### config.mk
export PLATFORM = sky130hd
export DESIGN_NAME = vfb_device_flat
export DESIGN_NICKNAME = d
export VERILOG_FILES = /design/src/hw/vfb_pkg.sv /design/src/hw/vfb_if.sv /design/src/hw/vfb_device.sv /design/src/flat_wrapper.sv
export VERILOG_INCLUDE_DIRS = /design/src /design/src/hw
export SDC_FILE = /design/constraint.sdc
export NUM_CORES = 1
export LEC_CHECK = 0
export BUFFER_PORTS_ARGS = -buffer_cell sky130_fd_sc_hd__buf_2
export CAP_MARGIN = 20
export CORE_ASPECT_RATIO = 0.8
export CORE_MARGIN = 3
export CORE_UTILIZATION = 45
export DETAILED_ROUTE_END_ITERATION = 10
export PLACE_DENSITY = 0.75
export REMOVE_ABC_BUFFERS = 1
export SLEW_MARGIN = 15
export SYNTH_ARGS = -nofsm -noshare
export SYNTH_HDL_FRONTEND = slang
export SYNTH_SLANG_ARGS = --single-unit
### constraint.sdc
create_clock -name ref_clk -period 3.1 [get_ports ref_clk]
set_clock_uncertainty 0.05 [all_clocks]
set_input_delay 0.465 -clock ref_clk [delete_from_list [all_inputs] [get_ports ref_clk]]
set_output_delay 0.465 -clock ref_clk [all_outputs]
set_load 0.02 [all_outputs]
### src/hw/vfb_cfg.svh
`ifndef VFB_CFG_SVH
`define VFB_CFG_SVH
// Control space: 16 byte registers at every fourth address
`define VFB_NUM_REGS        16
`define VFB_REG_W           8
`define VFB_CTRL_BYTES      64
`define VFB_ADDR_W          13
`define VFB_RAM_ADDR_W      19
`define VFB_OFF_PITCH_LO    6'h00
`define VFB_OFF_REFRESH     6'h04
`define VFB_OFF_START_MID   6'h08
`define VFB_OFF_START_LO    6'h0C
`define VFB_OFF_SYNC_LO     6'h10
`define VFB_OFF_VLINES_FP   6'h14
`define VFB_OFF_VLINES_HI   6'h18
`define VFB_OFF_VBACK       6'h1C
`define VFB_OFF_SYNC_HI_EQ  6'h20
`define VFB_OFF_HSYNC_BEGIN 6'h24
`define VFB_OFF_HSYNC_WIDTH 6'h28
`define VFB_OFF_MID_EARLY   6'h2C
`define VFB_OFF_MIDLINE     6'h30
`define VFB_OFF_PIX_LATE    6'h34
`define VFB_OFF_PIX_HI      6'h38
`define VFB_OFF_CONFIG      6'h3C
`define VFB_CLUT_BASE       13'h1000
// Field positions in refresh_scan_options
`define VFB_REFRESHES_PER_LINE_HI         7
`define VFB_REFRESHES_PER_LINE_LO         5
`define VFB_INTERLACE_BIT   4
`define VFB_EXTSYNC_BIT     3
`define VFB_SETUP_HI        2
`define VFB_SETUP_LO        0
// Field positions in run_depth_sense_config
`define VFB_RUN_BIT         7
`define VFB_DEPTH_HI        6
`define VFB_DEPTH_LO        4
`define VFB_SENSE_BIT       3
`define VFB_START16_BIT     2
`define VFB_PITCH_HI_HI     1
`define VFB_PITCH_HI_LO     0
// Reset value of run_depth_sense_config: run and sense cleared
`define VFB_CONFIG_RST      8'h00
`define VFB_REG_RST         8'h00
`endif

### src/hw/vfb_pkg.sv
package vfb_pkg;
   typedef enum logic [2:0] {
      VFB_DEPTH_16 = 3'h0,
      VFB_DEPTH_1  = 3'h4,
      VFB_DEPTH_2  = 3'h5,
      VFB_DEPTH_4  = 3'h6,
      VFB_DEPTH_8  = 3'h7
   } vfb_depth_t;
   typedef enum logic {VFB_BUS_IDLE, VFB_BUS_READ} vfb_host_state_t;
endpackage : vfb_pkg

### src/hw/vfb_if.sv
`timescale 1ns/1ps
interface vfb_if;
   logic [12:0] addr;
   logic        ctrlSel;
   logic        ramSel;
   logic        wrEn;
   logic        rdEn;
   logic [31:0] wrData;
   logic [31:0] rdData;
   logic        size1;
   modport device (input addr, ctrlSel, ramSel, wrEn, rdEn, wrData, size1, output rdData);
   modport host   (output addr, ctrlSel, ramSel, wrEn, rdEn, wrData, size1, input rdData);
endinterface : vfb_if

### src/hw/vfb_device.sv
`timescale 1ns/1ps
`include "vfb_cfg.svh"
// How it works
// - Sixteen byte registers, word spaced, 64 bytes
// - Control space decoded apart from RAM
// - Linear 32-bit frame buffer, 13-bit bus address, 8K in both builds
// - 17-bit start offset split over three registers
// - Software keeps screen inside populated memory
// - 10-bit pitch in longwords, split over two
// - Software keeps row bytes multiple of four
// - Refresh count per line from 04 bits 7:5
// - Software never writes zero refresh count
// - Bit 4 of 04 selects interlaced scan
// - Bit 3 of 04 selects external sync
// - Setup field 04 bits 2:0 sets sync time
// - Software computes setup from clock ratio
// - Effective pixel period scales inversely with depth
// - Config bit 3 inverts the address sense
// - Sense bit cleared at reset; host plain first
// - Inverted sense complements every address bit; size1 is not remapped
// - Inverted configuration keeps size1 high
// - Config register packing run, depth, sense, high bits
// - Reset clears run bit; no refresh until set
// - Depth code decodes to bits per pixel
module vfb_device #(
   parameter int LARGE_MEM = 1
) (
   // Host side
   vfb_if.device              bus,
   // Clock and reset
   input  wire logic          ref_clk,
   input  wire logic          nrst,
   // Configuration seen by the pixel and RAM engines
   output logic [16:0]        startOffset,
   output logic [9:0]         linePitch,
   output logic [2:0]         refreshesPerLine,
   output logic               interlaceOn,
   output logic               extSyncOn,
   output logic [2:0]         syncSetup,
   output logic               pixelEngineRun,
   output logic [4:0]         bitsPerPixel,
   output logic [3:0]         pixelPrescale,
   output logic               senseInvert,
   // Frame buffer RAM access port
   output logic               ramReq,
   output logic               ramWrite,
   output logic [18:0]        ramAddr,
   output logic [31:0]        ramWrData,
   output logic               refreshReq
);
   logic [7:0]  regs_reg [`VFB_NUM_REGS];
   logic [12:0] effAddr;
   logic        ctrlHit;
   logic [3:0]  regIdx;
   logic [31:0] rdData_reg;
   logic [2:0]  refreshCnt_reg;
   logic        lineTick;
   logic [7:0]  lineCnt_reg;
   logic        ctrlWrite;
   logic        ctrlRead;
   logic [7:0]  rdByte;
   // Named views of the registers that feed the engines
   logic [7:0]  pitchLowView;
   logic [7:0]  refreshOptsView;
   logic [7:0]  startMidView;
   logic [7:0]  startLowView;
   logic [7:0]  configView;

   // Register slot of each register, taken from its byte offset
   localparam int IDX_PITCH_LO     = int'(`VFB_OFF_PITCH_LO) >> 2;
   localparam int IDX_REFRESH      = int'(`VFB_OFF_REFRESH) >> 2;
   localparam int IDX_START_MID    = int'(`VFB_OFF_START_MID) >> 2;
   localparam int IDX_START_LO     = int'(`VFB_OFF_START_LO) >> 2;
   localparam int IDX_SYNC_LO      = int'(`VFB_OFF_SYNC_LO) >> 2;
   localparam int IDX_VLINES_FP    = int'(`VFB_OFF_VLINES_FP) >> 2;
   localparam int IDX_VLINES_HI    = int'(`VFB_OFF_VLINES_HI) >> 2;
   localparam int IDX_VBACK        = int'(`VFB_OFF_VBACK) >> 2;
   localparam int IDX_SYNC_HI_EQ   = int'(`VFB_OFF_SYNC_HI_EQ) >> 2;
   localparam int IDX_HSYNC_BEGIN  = int'(`VFB_OFF_HSYNC_BEGIN) >> 2;
   localparam int IDX_HSYNC_WIDTH  = int'(`VFB_OFF_HSYNC_WIDTH) >> 2;
   localparam int IDX_MID_EARLY    = int'(`VFB_OFF_MID_EARLY) >> 2;
   localparam int IDX_MIDLINE      = int'(`VFB_OFF_MIDLINE) >> 2;
   localparam int IDX_PIX_LATE     = int'(`VFB_OFF_PIX_LATE) >> 2;
   localparam int IDX_PIX_HI       = int'(`VFB_OFF_PIX_HI) >> 2;
   localparam int IDX_CONFIG       = int'(`VFB_OFF_CONFIG) >> 2;

   // The control pins arrive in inverted sense when the sense bit is set
   assign effAddr = senseInvert ? ~bus.addr : bus.addr;
   // Only the first 64 bytes hold registers; the rest of control space is unused
   assign ctrlHit = bus.ctrlSel && (effAddr < 13'(`VFB_CTRL_BYTES));
   assign regIdx  = effAddr[5:2];
   // A strobe outside the 64-byte window is refused: no write and a zero read
   assign ctrlWrite = ctrlHit && bus.wrEn;
   assign ctrlRead  = ctrlHit && bus.rdEn;

   // Register writes; every register, config included, resets to 8'h00
   // Each slot is its own flop group so a write touches only one slot
   genvar gi;
   generate
      for (gi = 0; gi < `VFB_NUM_REGS; gi++) begin : g_reg
         always_ff @(posedge ref_clk) begin
            if (!nrst) begin
               regs_reg[gi] <= (gi == IDX_CONFIG) ? `VFB_CONFIG_RST : `VFB_REG_RST;
            end else if (ctrlWrite && regIdx == 4'(gi)) begin
               regs_reg[gi] <= bus.wrData[7:0];
            end
         end
      end
   endgenerate

   always_ff @(posedge ref_clk) begin
      if (!nrst) begin
         rdData_reg <= 32'h0000_0000;
      end else if (ctrlRead) begin
         rdData_reg <= {24'h000000, rdByte};
      end else begin
         rdData_reg <= 32'h0000_0000;
      end
   end
   assign bus.rdData = rdData_reg;

   // Explicit slot mux; reading has no side effects on any register
   always_comb begin
      unique case (regIdx)
         4'(IDX_PITCH_LO):    rdByte = regs_reg[IDX_PITCH_LO];
         4'(IDX_REFRESH):     rdByte = regs_reg[IDX_REFRESH];
         4'(IDX_START_MID):   rdByte = regs_reg[IDX_START_MID];
         4'(IDX_START_LO):    rdByte = regs_reg[IDX_START_LO];
         4'(IDX_SYNC_LO):     rdByte = regs_reg[IDX_SYNC_LO];
         4'(IDX_VLINES_FP):   rdByte = regs_reg[IDX_VLINES_FP];
         4'(IDX_VLINES_HI):   rdByte = regs_reg[IDX_VLINES_HI];
         4'(IDX_VBACK):       rdByte = regs_reg[IDX_VBACK];
         4'(IDX_SYNC_HI_EQ):  rdByte = regs_reg[IDX_SYNC_HI_EQ];
         4'(IDX_HSYNC_BEGIN): rdByte = regs_reg[IDX_HSYNC_BEGIN];
         4'(IDX_HSYNC_WIDTH): rdByte = regs_reg[IDX_HSYNC_WIDTH];
         4'(IDX_MID_EARLY):   rdByte = regs_reg[IDX_MID_EARLY];
         4'(IDX_MIDLINE):     rdByte = regs_reg[IDX_MIDLINE];
         4'(IDX_PIX_LATE):    rdByte = regs_reg[IDX_PIX_LATE];
         4'(IDX_PIX_HI):      rdByte = regs_reg[IDX_PIX_HI];
         4'(IDX_CONFIG):      rdByte = regs_reg[IDX_CONFIG];
      endcase
   end

   // Views used by the field slices below
   assign pitchLowView    = regs_reg[IDX_PITCH_LO];
   assign refreshOptsView = regs_reg[IDX_REFRESH];
   assign startMidView    = regs_reg[IDX_START_MID];
   assign startLowView    = regs_reg[IDX_START_LO];
   assign configView      = regs_reg[IDX_CONFIG];

   // Field extraction
   assign startOffset = {configView[`VFB_START16_BIT], startMidView, startLowView};
   assign linePitch   = {configView[`VFB_PITCH_HI_HI:`VFB_PITCH_HI_LO], pitchLowView};
   assign refreshesPerLine = refreshOptsView[`VFB_REFRESHES_PER_LINE_HI:`VFB_REFRESHES_PER_LINE_LO];
   assign interlaceOn = refreshOptsView[`VFB_INTERLACE_BIT];
   assign extSyncOn   = refreshOptsView[`VFB_EXTSYNC_BIT];
   assign syncSetup   = refreshOptsView[`VFB_SETUP_HI:`VFB_SETUP_LO];
   assign pixelEngineRun = configView[`VFB_RUN_BIT];
   assign senseInvert = configView[`VFB_SENSE_BIT];

   // Depth decode; reserved codes fall back to 16 bits
   always_comb begin
      unique case (vfb_pkg::vfb_depth_t'(configView[`VFB_DEPTH_HI:`VFB_DEPTH_LO]))
         vfb_pkg::VFB_DEPTH_1:  begin bitsPerPixel = 5'h01; pixelPrescale = 4'hF; end
         vfb_pkg::VFB_DEPTH_2:  begin bitsPerPixel = 5'h02; pixelPrescale = 4'h7; end
         vfb_pkg::VFB_DEPTH_4:  begin bitsPerPixel = 5'h04; pixelPrescale = 4'h3; end
         vfb_pkg::VFB_DEPTH_8:  begin bitsPerPixel = 5'h08; pixelPrescale = 4'h1; end
         default:               begin bitsPerPixel = 5'h10; pixelPrescale = 4'h0; end
      endcase
   end

   // RAM data space: full 32-bit word path, 19-bit byte address fed from 13 bus bits; both configs wrap at 8K
   assign ramReq    = bus.ramSel && !bus.ctrlSel;
   assign ramWrite  = ramReq && bus.wrEn;
   // Small build forces the top byte-address bit low, but only 13 address bits reach ramAddr, so both builds wrap at 8K
   always_comb begin
      if (LARGE_MEM != 0) begin
         ramAddr = 19'(effAddr);
      end else begin
         ramAddr = {1'b0, 18'(effAddr)};
      end
   end
   assign ramWrData = bus.wrData;

   // Crude line timer: a refresh burst per line, held off until the run bit is set
   // Line length is a fixed stand-in; the horizontal timing registers are not decoded
   always_ff @(posedge ref_clk) begin
      if (!nrst || !pixelEngineRun) begin
         lineCnt_reg <= 8'h00;
      end else begin
         lineCnt_reg <= lineCnt_reg + 8'h01;
      end
   end
   assign lineTick = pixelEngineRun && (lineCnt_reg == 8'hFF);

   // Refresh count is loaded once per line and counted down each cycle, so a zero count gives no refresh
   always_ff @(posedge ref_clk) begin
      if (!nrst || !pixelEngineRun) begin
         refreshCnt_reg <= 3'h0;
      end else if (lineTick) begin
         refreshCnt_reg <= refreshesPerLine;
      end else if (refreshCnt_reg != 3'h0) begin
         refreshCnt_reg <= refreshCnt_reg - 3'h1;
      end
   end
   assign refreshReq = refreshCnt_reg != 3'h0;
endmodule : vfb_device

### src/flat_wrapper.sv
// flat-port wrapper written by rule: the top's interface ports become plain ports
module vfb_device_flat 
#(
   parameter int LARGE_MEM = 1
)
  (ref_clk, nrst, startOffset, linePitch, refreshesPerLine, interlaceOn, extSyncOn, syncSetup, pixelEngineRun, bitsPerPixel, pixelPrescale, senseInvert, ramReq, ramWrite, ramAddr, ramWrData, refreshReq, bus_addr, bus_ctrlSel, bus_ramSel, bus_wrEn, bus_rdEn, bus_wrData, bus_size1, bus_rdData);
  vfb_if bus_i ();
  input  wire logic ref_clk;
  input  wire logic nrst;
  output logic [16:0] startOffset;
  output logic [9:0] linePitch;
  output logic [2:0] refreshesPerLine;
  output logic interlaceOn;
  output logic extSyncOn;
  output logic [2:0] syncSetup;
  output logic pixelEngineRun;
  output logic [4:0] bitsPerPixel;
  output logic [3:0] pixelPrescale;
  output logic senseInvert;
  output logic ramReq;
  output logic ramWrite;
  output logic [18:0] ramAddr;
  output logic [31:0] ramWrData;
  output logic refreshReq;
  input wire logic [$bits(bus_i.addr)-1:0] bus_addr;
  input wire logic [$bits(bus_i.ctrlSel)-1:0] bus_ctrlSel;
  input wire logic [$bits(bus_i.ramSel)-1:0] bus_ramSel;
  input wire logic [$bits(bus_i.wrEn)-1:0] bus_wrEn;
  input wire logic [$bits(bus_i.rdEn)-1:0] bus_rdEn;
  input wire logic [$bits(bus_i.wrData)-1:0] bus_wrData;
  input wire logic [$bits(bus_i.size1)-1:0] bus_size1;
  output wire logic [$bits(bus_i.rdData)-1:0] bus_rdData;
  assign bus_i.addr = bus_addr;
  assign bus_i.ctrlSel = bus_ctrlSel;
  assign bus_i.ramSel = bus_ramSel;
  assign bus_i.wrEn = bus_wrEn;
  assign bus_i.rdEn = bus_rdEn;
  assign bus_i.wrData = bus_wrData;
  assign bus_i.size1 = bus_size1;
  assign bus_rdData = bus_i.rdData;
  vfb_device #(.LARGE_MEM(LARGE_MEM)) u_core (.bus(bus_i), .ref_clk(ref_clk), .nrst(nrst), .startOffset(startOffset), .linePitch(linePitch), .refreshesPerLine(refreshesPerLine), .interlaceOn(interlaceOn), .extSyncOn(extSyncOn), .syncSetup(syncSetup), .pixelEngineRun(pixelEngineRun), .bitsPerPixel(bitsPerPixel), .pixelPrescale(pixelPrescale), .senseInvert(senseInvert), .ramReq(ramReq), .ramWrite(ramWrite), .ramAddr(ramAddr), .ramWrData(ramWrData), .refreshReq(refreshReq));
endmodule
==> results of run 1 <==
-- power by group --
group,internal (mW),total [mW],switching [mW]
registers,2.20,2.25,0.0442
logic,0.127,0.448,0.321
clock network,1.06,1.97,0.910
-- layout make-up --
| type | instances | area share [%] |
|---|---|---|
| Multi-Input combinational cell | 493 | 35.2 |
| Timing Repair Buffer | 146 | 9.22 |
| Clock inverter | 15 | 1.54 |
| Sequential cell | 147 | 45.9 |
| Clock buffer | 17 | 4.62 |
| Tap cell | 225 | 3.06 |
| Inverter | 13 | 0.530 |
-- layout by cell type, fill, tap and decap left out, types with 6 or more instances in the layout --
cell,synthesis,final
inv_1,13,13
dfxtp_1,19,19
nand3_1,9,9
nand4_1,16,16
a22oi_1,35,35
and3_1,26,26
buf_2,15,104
o21ai_0,24,24
nor2_2,9,9
nand2_1,15,15
nor2b_1,11,11
edfxtp_1,128,128
xor2_1,15,15
clkbuf_16,0,17
a221oi_1,9,9
a21oi_1,17,17
o221a_2,6,6
buf_4,100,41
conb_1,1,30
o22ai_1,12,12
a222oi_1,6,6
inv_6,0,6
and2_1,133,133
nor2_1,33,33
a22o_1,6,6
nor3_1,9,9
and3b_1,6,6
-- logic make-up after synthesis --
logic type / count (synthesis)
AOI/OAI and AO/OA: 140
DFF: 147
xor gates and xnor gates: 17
buffers and inverters: 151
muxes: 11
other: 1
and+or+nand+nor: 292
adders and majority gates: 3
-- worst reg2reg max path, cell delays in order, from the launching register on --
cell,delay (ns)
edfxtp_1,0.48
or4_1,0.58
mux2i_2,0.26
and2_1,0.20
nand2_1,0.22
buf_4,0.25
o21ai_0,0.27
buf_4,0.21
-- metal layers --
| metal | wire (um) | up-vias |
|---|---|---|
| met1 | 10400 | 2950 |
| met5 | 0 | - |
| met2 | 9520 | 466 |
| li1 | - | 2779 |
| met3 | 3530 | 47 |
| met4 | 559 | 0 |
-- stage by stage --
step	utilization, %	power, mW	hold slack, ns	setup slack [ns]	TNS, ns
final	52.0	4.67	0.409	0.291	0
after global routing	52.0	4.82	0.435	0.147	0
after CTS	52.0	4.68	0.415	0.319	0
after detailed placement	48.8	2.72	0.400	0.289	0
after global placement	48.8	2.72	0.380	0.284	0
after floorplan	-	2.49	0.368	-0.406	-42.57
-- final timing paths --
check	to	cells after the start	slack [ns]	startpoint
max	u_core.regs_reg[0][45]	7	0.29	u_core.regs_reg[1][59]
min	u_core.lineCnt_reg[0]	1	0.41	u_core.lineCnt_reg[0]
max reg2reg	u_core.regs_reg[0][45]	7	0.29	u_core.regs_reg[1][59]
min reg2reg	u_core.lineCnt_reg[0]	1	0.41	u_core.lineCnt_reg[0]
==> flow_metrics.tcl, run 1 <==
set metrics [dict create \
    cts-htree-levels 4 \
    crit_family "simple AND/OR/NAND/NOR gates" \
    fillCellCount 1555 \
    synth_most_common_cell "and2_1" \
    placed_cell_area_um2 8640 \
    numCtsBuffers 17 \
    fmax_mhz 356 \
    tightest_slew_ns 1.03 \
    worstPathArrival_ns 2.90 \
    drive_gt1_share_pct 25.9 \
    criticalPathCategory "flop to flop" \
    core_um2 17700 \
    drt-pass1-iter-count 6 \
    drt_iter0_drc 963 \
    routed_via_density 5.91 \
    hold_violations 0 \
    yosys.area_share.xor_xnor_pct 1.79 \
    yosys_register_bits 147 \
    synth-edff-count 128 \
    drt-total-wl_mm 24.0 \
    grt_busiest_layer "met1" \
    endpoint_kind "flop" \
    synth_compound_area_share_pct 12.6 \
    start_kind "flop" \
    initial_utilization_pct 47.0 \
    min_path_type "flop to flop" \
    use_met3_pct 9.99 \
    power.density_nw_per_um2 507 \
    final-max-slew-violation-count 0 \
    syn2layout_area_growth_pct 10.6 \
    cts_sinks 147 \
    clock-root-buffer "clkbuf_16" \
    diodes 0 \
    num-nets-final 873 \
    grt_pass1_wl_mm 34.6 \
    die_area_um2 20200 \
    fin_crit_sh_pct 90.6 \
    ir_worst_vdd_uv 267 \
    cp_slowest_stage_delay_ns 0.58 \
    required_ns 3.19 \
    yosysSeqAreaShare_pct 50.8 \
    async_flop_share_pct 0 \
    status "complete, no violations" \
    synth.lib_cells_used.distinct 58 \
    drtAntennaViolNets 0 \
    clk_pin_slew_worst_paths_ns 0.06 \
    synth_area_um2 8320 \
    grt_max_degree 49 \
    setup_viol 0 \
    crit_buf_inv 2 \
    drc 0 \
    register_area_um2 4220 \
    crit_top_cell "buf_4" \
    num_io_pins 184 \
    vias 6242 \
    crit_chain "or4_1 > mux2i_2 > and2_1 > nand2_1 > buf_4 > o21ai_0 > buf_4" \
    grt_pass1_vias 5716 \
    synth_top_family_by_area "simple AND/OR/NAND/NOR gates" \
    synthAdderAreaFrac_pct 0.451 \
    min_period_ns 2.81 \
    yosys.area_share.simple_pct 21.1 \
    synth_common_cells "and2_1, edfxtp_1, buf_4, a22oi_1, nor2_1" \
    worstPathMaxFanout 7 \
    synth_top_area_share_pct 46.2 \
    cts_tree "done" \
    netlist.top_cell.by_area "edfxtp_1" \
    grt_util_met2_pct 31.2 \
    synthTopCellsByArea "edfxtp_1, and2_1, buf_4" \
    hold_buffers 0 \
    relSlewSlack_pct 31.2 \
    die_h_um 128 \
    detail_route.wl_per_cell_um 22.8 \
    ys.warnings.count 0 \
    cts_setup_buffers 0 \
    stdcell_count 1056 \
    cap_violations 0 \
    dpl.cell_count 1024 \
    clock_path_buffers 2 \
    final_area_um2 9210 \
    antenna_found_initial 0 \
    synthMuxAreaShare_pct 1.59 \
    synthCells 762 \
    numPortBuffers 104 \
    ctsResizeCount 0 \
    rsz0062_at_grt "false" \
    syn_avg_cell_area_um2 10.9 \
    grt_util_met1_pct 35.0 \
    rows 43 \
    overflow 0 \
    clk_latency_ns 0.43 \
    gp_congestion 1.02 \
    cp_slowest_cell "or4_1" \
    synthFlopType "edfxtp_1" \
    multiInputGateArea_um2 3240 \
    largest_reg_flops 128 \
    p_leak_nw 3.68 \
    track_usage_pct 23.5 \
    hpwl_mm 17.2 \
    die_w_um 158 \
]
No activity file was read; power rests on OpenSTA's default activity.
==> inputs of run 2 (changes only) <==
Clock period 3.1 ns to 2.7 ns, I/O delays scaled along.
==> flow_metrics.tcl, run 2 (same netlist as run 1, synthesis figures left out) <==
set metrics [dict create \
    fillCellCount 1527 \
    hold_buffers 0 \
    final-max-slew-violation-count 0 \
    cts_tree "done" \
    die_area_um2 20200 \
    numCtsBuffers 17 \
    endpoint_kind "flop" \
    grt_pass1_wl_mm 35.8 \
    power_mw 5.53 \
    multiInputGateArea_um2 3240 \
    placed_cell_area_um2 8820 \
    holdCritStartpoint "nrst" \
    drt-pass1-iter-count 6 \
    clock-root-buffer "clkbuf_16" \
    num-nets-final 896 \
    register_area_um2 4220 \
    min_period_ns 2.64 \
    status "complete, no violations" \
    clock_path_buffers 2 \
    p_sw_share_pct 24.5 \
    routed_via_density 5.83 \
    core_um2 17700 \
    worstPathArrival_ns 2.90 \
    numPortBuffers 104 \
    clk_latency_ns 0.43 \
    fin_tns_setup_ns 0 \
    worstHoldPathCells 2 \
    drive_gt1_share_pct 27.5 \
    drt_iter0_drc 891 \
    worstRegToRegCells 7 \
    die_h_um 128 \
    num_io_pins 184 \
    relSlewSlack_pct 30.2 \
    rsz0062_at_grt "false" \
    cap_violations 0 \
    pwr-share-comb_pct 9.6 \
    p_leak_nw 3.81 \
    gp_congestion 1.01 \
    hpwl_mm 17.8 \
    drc 0 \
    clk_pin_slew_worst_paths_ns 0.06 \
    initial_utilization_pct 47.0 \
    layout_commonest_cell "and2_1" \
    diodes 0 \
    cts_sinks 147 \
    reg2reg_from "u_core.regs_reg[1][59]" \
    mostFrequentLayoutCells "and2_1, edfxtp_1, buf_2" \
    internal_power_mw 4.18 \
    criticalPathCategory "flop to flop" \
    largest_reg_flops 128 \
    syn2layout_area_growth_pct 13.3 \
    ctsResizeCount 0 \
    vias 6286 \
    final_area_um2 9430 \
    cts_setup_buffers 0 \
    p_sw_mw 1.36 \
    fmax_mhz 379 \
    start_kind "flop" \
    track_usage_pct 24.1 \
    ir_worst_vdd_uv 401 \
    setup_viol 0 \
    cts-htree-levels 4 \
    power.density_nw_per_um2 587 \
    fin_crit_sh_pct 97.7 \
    overflow 0 \
    pwr-share-seq_pct 46.7 \
    timing.rr.end "u_core.bus.rdData[6]" \
    die_w_um 158 \
    clock_power_share_pct 43.8 \
    tightest_slew_ns 1.04 \
    drt-total-wl_mm 24.2 \
    r2r_slack_ns 0.06 \
    grt_max_degree 33 \
    grt_pass1_vias 5924 \
    detail_route.wl_per_cell_um 22.5 \
    antenna_found_initial 0 \
    required_ns 2.96 \
    rows 43 \
    drtAntennaViolNets 0 \
    worstHoldEndpoint "u_core.lineCnt_reg[1]" \
    min_path_type "primary input to flop" \
    worstPathMaxFanout 32 \
    hold_violations 0 \
]
run 2: cell count changes in the layout (fill, tap and decap cells not counted), moves of 2 or more:
cell | previous run | this run
inv_8 | 3 | 0
clkinv_4 | 3 | 1
buf_4 | 41 | 63
clkbuf_1 | 0 | 3
inv_6 | 6 | 3
bufinv_16 | 0 | 3
run 2: routing by layer:
layer,global-route usage (%),wire (um)
met4,5.77,318
met5,0,0
met3,8.97,3150
met1,36.4,10800
met2,32.8,9990
run 2: worst max-delay path: stages (launching register included):
cell and delay, ns:
edfxtp_1 0.47, buf_12 0.21, nor2b_1 0.25, and3_1 0.21, a2111oi_1 0.69, buf_4 0.22, nand4_1 0.15, o221a_2 0.26
run 2: power groups by stage:
stage               Clock (mW)  Sequential [mW]  Combinational (mW)
finish                    2.42             2.58               0.529
global route              2.55             2.59               0.564
CTS                       2.43             2.58               0.523
detailed placement           0             2.63               0.521
global placement             0             2.63               0.516
floorplan                    0             2.64               0.221
run 2: worst max-delay path by stage:
stage | slack, ns | from | end
floorplan | -0.81 | u_core.regs_reg[1][59] | u_core.regs_reg[0][16]
global placement | -0.07 | bus_addr[3] | u_core.bus.rdData[6]
detailed placement | 0.02 | bus_addr[3] | u_core.bus.rdData[6]
CTS | 0.007 | u_core.regs_reg[1][59] | u_core.bus.rdData[6]
global route | 0.005 | u_core.regs_reg[1][59] | u_core.regs_reg[1][19]
finish | 0.06 | u_core.regs_reg[1][59] | u_core.bus.rdData[6]
run 2: through the flow:
step,setup slack (ns),util [%],hold slack (ns),std cells
CTS,0.00698,53.2,0.339,1079
global placement,-0.0666,49.8,0.375,1047
detailed placement,0.0240,49.8,0.388,1047
finish,0.0610,53.2,0.367,1079
floorplan,-0.806,-,0.368,653
global route,0.00519,53.2,0.359,1079
run 2: final cells by class:
| type | instances | area share, % |
|---|---|---|
| sequential | 147 | 44.8 |
| multi-input combinational | 493 | 34.3 |
| timing repair buffer | 169 | 11.0 |
| clock buffer | 21 | 4.78 |
| tap | 225 | 2.99 |
| clock inverter | 11 | 1.59 |
| inverter | 13 | 0.518 |
